--- config.mk ---
export PLATFORM = sky130hd
export DESIGN_NAME = pcr_config
export DESIGN_NICKNAME = d
export VERILOG_FILES = /design/src/pcr_pkg.sv /design/src/pcr_nv_store.sv /design/src/pcr_config.sv
export SDC_FILE = /design/constraint.sdc
export NUM_CORES = 1
export LEC_CHECK = 0
export ABC_AREA = 1
export BUFFER_PORTS_ARGS = -buffer_cell sky130_fd_sc_hd__clkbuf_2
export CELL_PAD_IN_SITES_DETAIL_PLACEMENT = 0
export CELL_PAD_IN_SITES_GLOBAL_PLACEMENT = 1
export CORE_MARGIN = 1.5
export CORE_UTILIZATION = 25
export CTS_BUF_LIST = sky130_fd_sc_hd__clkbuf_4 sky130_fd_sc_hd__clkbuf_8
export DETAILED_ROUTE_END_ITERATION = 10
export GPL_TIMING_DRIVEN = 0
export PLACE_DENSITY_LB_ADDON = 0.1
export REMOVE_ABC_BUFFERS = 1
export SYNTH_ARGS = -nofsm -noshare
export SYNTH_HDL_FRONTEND = slang
export SYNTH_SLANG_ARGS = --single-unit
--- constraint.sdc ---
create_clock -name clk_i -period 2.3 [get_ports clk_i]
set_input_delay 0.345 -clock clk_i [delete_from_list [all_inputs] [get_ports clk_i]]
set_output_delay 0.345 -clock clk_i [all_outputs]
set_load 0.1 [all_outputs]
--- src/pcr_pkg.sv ---
// Function
// - Host reads and writes the persistent word through dedicated commands; device stores and returns it.
// - On power-on and every reset the persistent word is copied into the internal configuration.
// - Bits 15:12 give quick-read dummy cycles 1..15; 0000 acts like default 1111.
// - Bits 11:9 pick the execute-in-place read mode entered after power-on reset.
// - Bit 5 low enables double-rate transfers on both clock edges; high keeps single rate.
// - Bit 4 high lets data line three act as hold or reset input.
// - Bit 3 low enables the four-line 4-4-4 command protocol.
// - Bit 2 low enables the two-line 2-2-2 command protocol.
// - With bits 2 and 3 both low, the four-line protocol wins over dual.
// - Bit 1 picks the power-on 128Mb segment: low means highest, high means lowest.
// - Bit 0 low selects 4-byte addressing, high selects 3-byte addressing.
// - In 3-byte mode segment bits 1:0 supply address bits 25:24.
// - In 4-byte mode the segment selection is ignored when forming addresses.
// - A volatile configuration write replaces dummy count, execute-in-place enable and wrap right after the command completes, except in the reload cycle.
package pcr_pkg;

    // Persistent word field positions.
    localparam int PCR_DUMMY_HI = 15;
    localparam int PCR_DUMMY_LO = 12;
    localparam int PCR_EXEC_HI = 11;
    localparam int PCR_EXEC_LO = 9;
    localparam int PCR_DTR_BIT = 5;
    localparam int PCR_HOLD_BIT = 4;
    localparam int PCR_QUAD_BIT = 3;
    localparam int PCR_DUAL_BIT = 2;
    localparam int PCR_SEG_BIT = 1;
    localparam int PCR_ADDR_BIT = 0;

    // Volatile configuration byte field positions.
    localparam int PCR_VDUMMY_HI = 7;
    localparam int PCR_VDUMMY_LO = 4;
    localparam int PCR_VEXEC_BIT = 3;
    localparam int PCR_VWRAP_HI = 1;
    localparam int PCR_VWRAP_LO = 0;

    // Values after reset and field codes.
    localparam logic [15:0] PCR_NV_RESET = 16'hffff;
    localparam logic [3:0] PCR_DUMMY_DEFAULT = 4'hf;
    localparam logic [3:0] PCR_DUMMY_ALIAS = 4'h0;
    localparam logic [2:0] PCR_EXEC_LAST_MODE = 3'h4;
    localparam logic [2:0] PCR_EXEC_OFF = 3'h7;
    localparam logic [1:0] PCR_SEG_LOWEST = 2'h0;
    localparam logic [1:0] PCR_SEG_HIGHEST = 2'h3;
    localparam logic [1:0] PCR_WRAP_CONT = 2'h3;
    localparam logic [25:0] PCR_ADDR_RESET = 26'h0000000;
    localparam logic [15:0] PCR_RD_RESET = 16'h0000;

endpackage

--- src/pcr_nv_store.sv ---
`timescale 1ns/10ps
module pcr_nv_store
    import pcr_pkg::*;
(
    // Clock and power-on reset.
    input wire logic clk_i,
    input wire logic por_i,
    // Store request.
    input wire logic wr_i,
    input wire logic [15:0] wr_data_i,
    // Stored word.
    output logic [15:0] word_o
);
    import pcr_pkg::*;

    typedef struct packed {
        logic [15:0] word;
    } pcr_nv_s;

    pcr_nv_s st;
    pcr_nv_s next_st;

    // The word survives ordinary resets; only power-on returns it to the erased value.
    always_comb begin
        next_st = st;
        if (wr_i) begin
            next_st.word = wr_data_i;
        end
    end

    // State register.
    always_ff @(posedge clk_i or posedge por_i) begin
        if (por_i) begin
            st.word <= PCR_NV_RESET;
        end else begin
            st <= next_st;
        end
    end

    assign word_o = st.word;

endmodule // pcr_nv_store

--- src/pcr_config.sv ---
`timescale 1ns/10ps
module pcr_config
    import pcr_pkg::*;
(
    // Clock and resets.
    input wire logic clk_i,
    input wire logic rst_i,
    input wire logic por_i,
    // Persistent word commands.
    input wire logic nv_wr_i,
    input wire logic [15:0] nv_wr_data_i,
    input wire logic nv_rd_i,
    output logic [15:0] nv_rd_data_o,
    output logic nv_rd_valid_o,
    // Volatile configuration and segment writes.
    input wire logic vol_wr_i,
    input wire logic [7:0] vol_wr_data_i,
    input wire logic seg_wr_i,
    input wire logic [1:0] seg_wr_data_i,
    // Address forming.
    input wire logic [31:0] cmd_addr_i,
    output logic [25:0] mem_addr_o,
    // Active configuration.
    output logic [3:0] dummy_cycles_o,
    output logic execute_in_place_o,
    output logic [2:0] execute_in_place_mode_o,
    output logic dtr_enable_o,
    output logic data_line_three_ctrl_o,
    output logic quad_proto_o,
    output logic dual_proto_o,
    output logic [1:0] seg_sel_o,
    output logic addr_4byte_o,
    output logic [1:0] wrap_o,
    output logic load_busy_o
);
    import pcr_pkg::*;

    typedef struct packed {
        logic load_pend;
        logic [3:0] dummy;
        logic exec_en;
        logic [2:0] exec_mode;
        logic dtr_en;
        logic hold_en;
        logic quad;
        logic dual;
        logic [1:0] seg;
        logic addr4;
        logic [1:0] wrap;
        logic [15:0] rd_data;
        logic rd_valid;
        logic [25:0] mem_addr;
    } pcr_cfg_s;

    pcr_cfg_s st;
    pcr_cfg_s next_st;
    logic [15:0] nv_word;
    logic [3:0] nv_dummy;
    logic [2:0] nv_exec;
    logic [3:0] vol_dummy;

    // Nonvolatile storage of the persistent word.
    pcr_nv_store u_store (
        .clk_i(clk_i),
        .por_i(por_i),
        .wr_i(nv_wr_i),
        .wr_data_i(nv_wr_data_i),
        .word_o(nv_word)
    );

    // Field slices of the stored word and of the volatile byte.
    assign nv_dummy = nv_word[PCR_DUMMY_HI:PCR_DUMMY_LO];
    assign nv_exec = nv_word[PCR_EXEC_HI:PCR_EXEC_LO];
    assign vol_dummy = vol_wr_data_i[PCR_VDUMMY_HI:PCR_VDUMMY_LO];

    // Next configuration. The reload from the persistent word runs in the first cycle after reset and
    // beats a volatile write in that cycle, so no command can observe half-loaded settings.
    always_comb begin
        next_st = st;
        next_st.rd_valid = nv_rd_i;
        if (nv_rd_i) begin
            next_st.rd_data = nv_word;
        end
        if (st.load_pend) begin
            next_st.load_pend = 1'b0;
            next_st.dummy = (nv_dummy == PCR_DUMMY_ALIAS) ? PCR_DUMMY_DEFAULT : nv_dummy;
            next_st.exec_en = (nv_exec <= PCR_EXEC_LAST_MODE);
            next_st.exec_mode = nv_exec;
            next_st.dtr_en = ~nv_word[PCR_DTR_BIT];
            next_st.hold_en = nv_word[PCR_HOLD_BIT];
            next_st.quad = ~nv_word[PCR_QUAD_BIT];
            next_st.dual = ~nv_word[PCR_DUAL_BIT] & nv_word[PCR_QUAD_BIT];
            next_st.seg = nv_word[PCR_SEG_BIT] ? PCR_SEG_LOWEST : PCR_SEG_HIGHEST;
            next_st.addr4 = ~nv_word[PCR_ADDR_BIT];
            next_st.wrap = PCR_WRAP_CONT;
        end else begin
            if (vol_wr_i) begin
                next_st.dummy = (vol_dummy == PCR_DUMMY_ALIAS) ? PCR_DUMMY_DEFAULT : vol_dummy;
                next_st.exec_en = ~vol_wr_data_i[PCR_VEXEC_BIT];
                next_st.wrap = vol_wr_data_i[PCR_VWRAP_HI:PCR_VWRAP_LO];
            end
            if (seg_wr_i) begin
                next_st.seg = seg_wr_data_i;
            end
        end
        // In 4-byte mode the segment register plays no part in the address.
        if (st.addr4) begin
            next_st.mem_addr = cmd_addr_i[25:0];
        end else begin
            next_st.mem_addr = {st.seg, cmd_addr_i[23:0]};
        end
    end

    // State register; reset shows the erased-word settings until the reload lands.
    always_ff @(posedge clk_i or posedge rst_i) begin
        if (rst_i) begin
            st.load_pend <= 1'b1;
            st.dummy <= PCR_DUMMY_DEFAULT;
            st.exec_en <= 1'b0;
            st.exec_mode <= PCR_EXEC_OFF;
            st.dtr_en <= 1'b0;
            st.hold_en <= 1'b1;
            st.quad <= 1'b0;
            st.dual <= 1'b0;
            st.seg <= PCR_SEG_LOWEST;
            st.addr4 <= 1'b0;
            st.wrap <= PCR_WRAP_CONT;
            st.rd_data <= PCR_RD_RESET;
            st.rd_valid <= 1'b0;
            st.mem_addr <= PCR_ADDR_RESET;
        end else begin
            st <= next_st;
        end
    end

    // Every output is a register field, so the command engine never sees the decode settle.
    assign nv_rd_data_o = st.rd_data;
    assign nv_rd_valid_o = st.rd_valid;
    assign mem_addr_o = st.mem_addr;
    assign dummy_cycles_o = st.dummy;
    assign execute_in_place_o = st.exec_en;
    assign execute_in_place_mode_o = st.exec_mode;
    assign dtr_enable_o = st.dtr_en;
    assign data_line_three_ctrl_o = st.hold_en;
    assign quad_proto_o = st.quad;
    assign dual_proto_o = st.dual;
    assign seg_sel_o = st.seg;
    assign addr_4byte_o = st.addr4;
    assign wrap_o = st.wrap;
    assign load_busy_o = st.load_pend;
endmodule // pcr_config

After elaboration in Yosys (flattened, before gate mapping)

Index checks and enable logic that the tools add are counted.

Order comparisons: 1
Multiplexer cells: 10
Bitwise operators: 6
Reductions and logical operators: 4

Operator list:

| cell                                                  | count |
|---|---|
| two-way mux 26 bit                                    | 1 |
| two-way mux 2 bit                                     | 5 |
| two-way mux 5 bit                                     | 2 |
| logical NOT 4 bit                                     | 2 |
| two-way mux 4 bit                                     | 2 |
| NOT 1 bit                                             | 5 |
| nonzero test 2 bit                                    | 2 |
| less-or-equal comparator 3 bit, second input constant | 1 |
| bitwise AND 1 bit                                     | 1 |

Register bits: 77
Word-level logic and storage cells: 36

Logic depth before layout (Yosys ltp)

Depth in word-level cells: 4
Depth in mapped cells: 5

Modules after synthesis

A second synthesis with hierarchy kept.

Cells, all modules: 242
Area, all modules: 2849.0 um2

Modules (own cells, without submodules):

| module       | times used | cells an instance | area each (um2) |
|---|---|---|---|
| pcr_config   | 1          | 173               | 2180.8 |
| pcr_nv_store | 1          | 69                | 668.1 |

Worst setup path before layout

OpenSTA, ideal clock, no wires.

Kind: flip-flop to flip-flop
From: reg st (netlist bit addr_4byte_o)
To: reg st (netlist bit mem_addr_o[24])
Library setup time: 0.126 ns
Arrival time: 1.345 ns
Path slack: 0.830 ns
Stages on the path, launching flop included: 2
Path buffers: 0
Period minus slack after synthesis: 1.470 ns
Cell sequence: dfrtp_1 > mux2_2

RTL lines:

| item                     | RTL line          | RTL |
|---|---|---|
| start: declaration       | pcr_config.sv:55  | `pcr_cfg_s st;` |
| start signal: assignment | pcr_config.sv:132 | `st <= next_st;` |

Final worst setup path

From: reg st (netlist bit load_busy_o)
To: out load_busy_o

RTL lines:

| item             | RTL line         | RTL |
|---|---|---|
| end: declaration | pcr_config.sv:34 | `output logic load_busy_o` |

No word-level cell between the ends.

==> impl_results.md <==
* Die width at ~110 um
* Mapped Area at 0.00272 mm^2
* Seq/Total Area, Yosys at 0.720
* Cell total after placement at between 400 and 500
* Startpoint Class: flop
* Synth area leaders: dfrtp_1 (46%), dfstp_2 (26%), nand2_1 (7.9%), a21oi_1 (3.3%), o21ai_0 (3.3%)
* Largest stage delay on the critical path at approximately 0.74 ns
* GP Congestion at between 0.6 and 0.7
* Vias per inst at ~4
* Syn_area_per_cell at roughly 11 um^2
* Most used DFF post-synth: dfrtp_1
* Die Area at approximately 0.012 mm^2
* Clock tree sinks at a little under 80
* DP HPWL at 4450 um
* #FFs+latches synth at 77
* Cell area power density at between 1000 and 1500 mW/mm^2
* Overall global routing resource usage at 0.117
* Grt total ovfl at 0
* Vias in the first global route at ~2000
* Detailed-route via count at approximately 2000
* Total wire length at between 6000 and 7000 um
* RSZ-0062 raised after global routing: no
* Fin cells at 507
* Hold/Removal Path Class: in2async
* Slowest stage cell on the critical path: dfstp_2
* P_leak at 1.86 nW
* Max Cap Viol at 0
* Clock buffer depth at 2
* Met3 GRT Util at 0.0236
* Area Overhead vs Synth at 34.9%
* Area after DPL at roughly 0.0034 mm^2
* CTS tree: done
* Max Slew Vio Count at 0
* Kind of critical path: reg2out
* Port Buf Inserts at 118
* Outcome: completed
* Core Util, Final at 0.351
* Antenna Cells at 0
* Iteration-0 DRC Markers at 78
* Hold Slack at roughly 0.031 ns
* CTS Hold Bufs at 0
* Slew HR at 0.529
* Worst path required time at just under 2 ns
* Tmin final at between 1.5 and 2 ns
* Setup Skew at ~0.0086 ns
* Post-CTS resize count at 0
* Initial Util at 0.260
* Worst path top cell family by delay: flip-flops
* Crit share post-route at 0.850
* Core area at 0.0105 mm^2
* Final-report hold violation count at 0
* Finished Cell Area at roughly 0.0037 mm^2
* Post-route ant nets at 0
* Synth Instances at roughly 240
* Most numerous cell in the Yosys netlist: nand2_1
* Largest net degree at the start of global routing at 36
* Met1 global-route usage at 0.154
* Clock Latency Late Sink at between 0.3 and 0.4 ns
* Share of the synthesized area in the top cell type at 0.460
* Worst-Margin Slew at between 0.7 and 0.8 ns
* Post-synth top area cell: dfrtp_1
* Fmax at about 0.51 GHz
* Grt peak-use layer: met2
* WP data arrival at about 1.6 ns
* Initial antenna violation count at 0
* I/O Pins at roughly 130
* Root Buffer: clkbuf_8
* Clock transition at path regs at 0.09 ns
* # rows at 37
* Routed wire length per instance at between 10 and 15 um
* Htree depth at 3
* Setup Viol. Count Final at 0
* Met2 usage at 0.181
* Total number of yosys warnings at 0
* Netlist cell types at 18
* Total Neg Setup Slack at 0 ns
* Nets at 431
* Most instantiated cells after synthesis: nand2_1 (57), dfrtp_1 (50), dfstp_2 (27)
* CP Cell Sequence: clkbuf_2
* CP max FO at 15
* Layout cell share with drive strength beyond 1 at 0.466
* Post-synth EDFFs at 0
* First-pass GRT wire length at slightly above 10000 um
* Height of the die at approximately 110 um
* Total CTS buffers at 9
* Post-CTS Setup Inserts at 0
* # DRC at 0
* Maximum VDD drop at a little under 0.3 mV
* Worst setup EP type: output port
* Drt first pass iters at 4
* CP bufs+invs at 1
* FFs w/ async S/R, synth at 1.00
## power by group
group | switching, mW | internal, mW | leakage (nW)
sequential | 0.0620 | 1.51 | 0.863
clock | 0.518 | 0.633 | 0.111
combinational | 0.880 | 0.153 | 0.889
## per-stage QoR
step           power [mW]  setup slack, ns
2_1_floorplan        2.42            0.460
3_3_place_gp         2.63           -0.476
3_5_place_dp         2.64            0.689
4_1_cts              3.82            0.294
5_1_grt              3.93            0.258
6_report             3.75            0.344
## flip-flops by register name, summed over array words and instances, names as in the netlist, 2 cells and up
name,count
u_store.word_o,16
wrap_o,2
execute_in_place_mode_o,3
seg_sel_o,2
nv_rd_data_o,16
mem_addr_o,26
dummy_cycles_o,4
## final timing paths
kind,from,to,slack [ns],cells past startpoint
max,load_busy_o$_DFF_PP1_,load_busy_o,0.34,1
min in group clk_i,cmd_addr_i[7],mem_addr_o[7]$_DFF_PP0_,0.09,1
min,rst_i,mem_addr_o[20]$_DFF_PP0_,0.03,2
max in group asynchronous,rst_i,execute_in_place_mode_o[0]$_DFFE_PP1P_,1.59,3
min reg2reg,wrap_o[1]$_DFFE_PP1P_,wrap_o[1]$_DFFE_PP1P_,0.47,2
max reg2reg,load_busy_o$_DFF_PP1_,execute_in_place_o$_DFFE_PP0P_,0.95,4
## metal layers
layer | share of wire | up-vias | routed length [um]
li1 | - | 1002 | -
met1 | 0.45 | 945 | 2860
met2 | 0.48 | 57 | 3030
met3 | 0.045 | 11 | 287
met4 | 0.021 | 0 | 133
met5 | 0 | - | 0
## cells by family (layout without fill, tap and decap cells)
logic type / Yosys count / after routing / share of synthesized area
simple gates: 89 / 89 / 0.127
flops: 77 / 77 / 0.720
compound gates: 43 / 43 / 0.0883
buf+inv: 32 / 159 / 0.0542
mux: 2 / 2 / 0.00828
other cells: 1 / 1 / 0.00138
## layout make-up
cell class              count  area (um^2)
fillers                  1137         6790
clock buffers              10          131
well taps                 136          170
repair buffers            119          611
multi-input cells         135          613
clock inverters             6         93.8
flip-flops and latches     77         1960
inverters                  24         90.1
## layout by cell type, fill, tap and decap left out, drive strengths merged
cell type | synthesis | routed
dfstp | 27 | 27
o21a | 1 | 1
clkbuf | 1 | 128
conb | 1 | 1
inv | 24 | 26
a21oi | 18 | 18
dfrtp | 50 | 50
nor2 | 24 | 24
o21ai | 24 | 24
bufinv | 0 | 2
clkinvlp | 0 | 1
mux2 | 2 | 2
nand2 | 57 | 57
clkinv | 0 | 1
nand3 | 8 | 8
buf | 7 | 1
(Power assumes the default switching activity.)
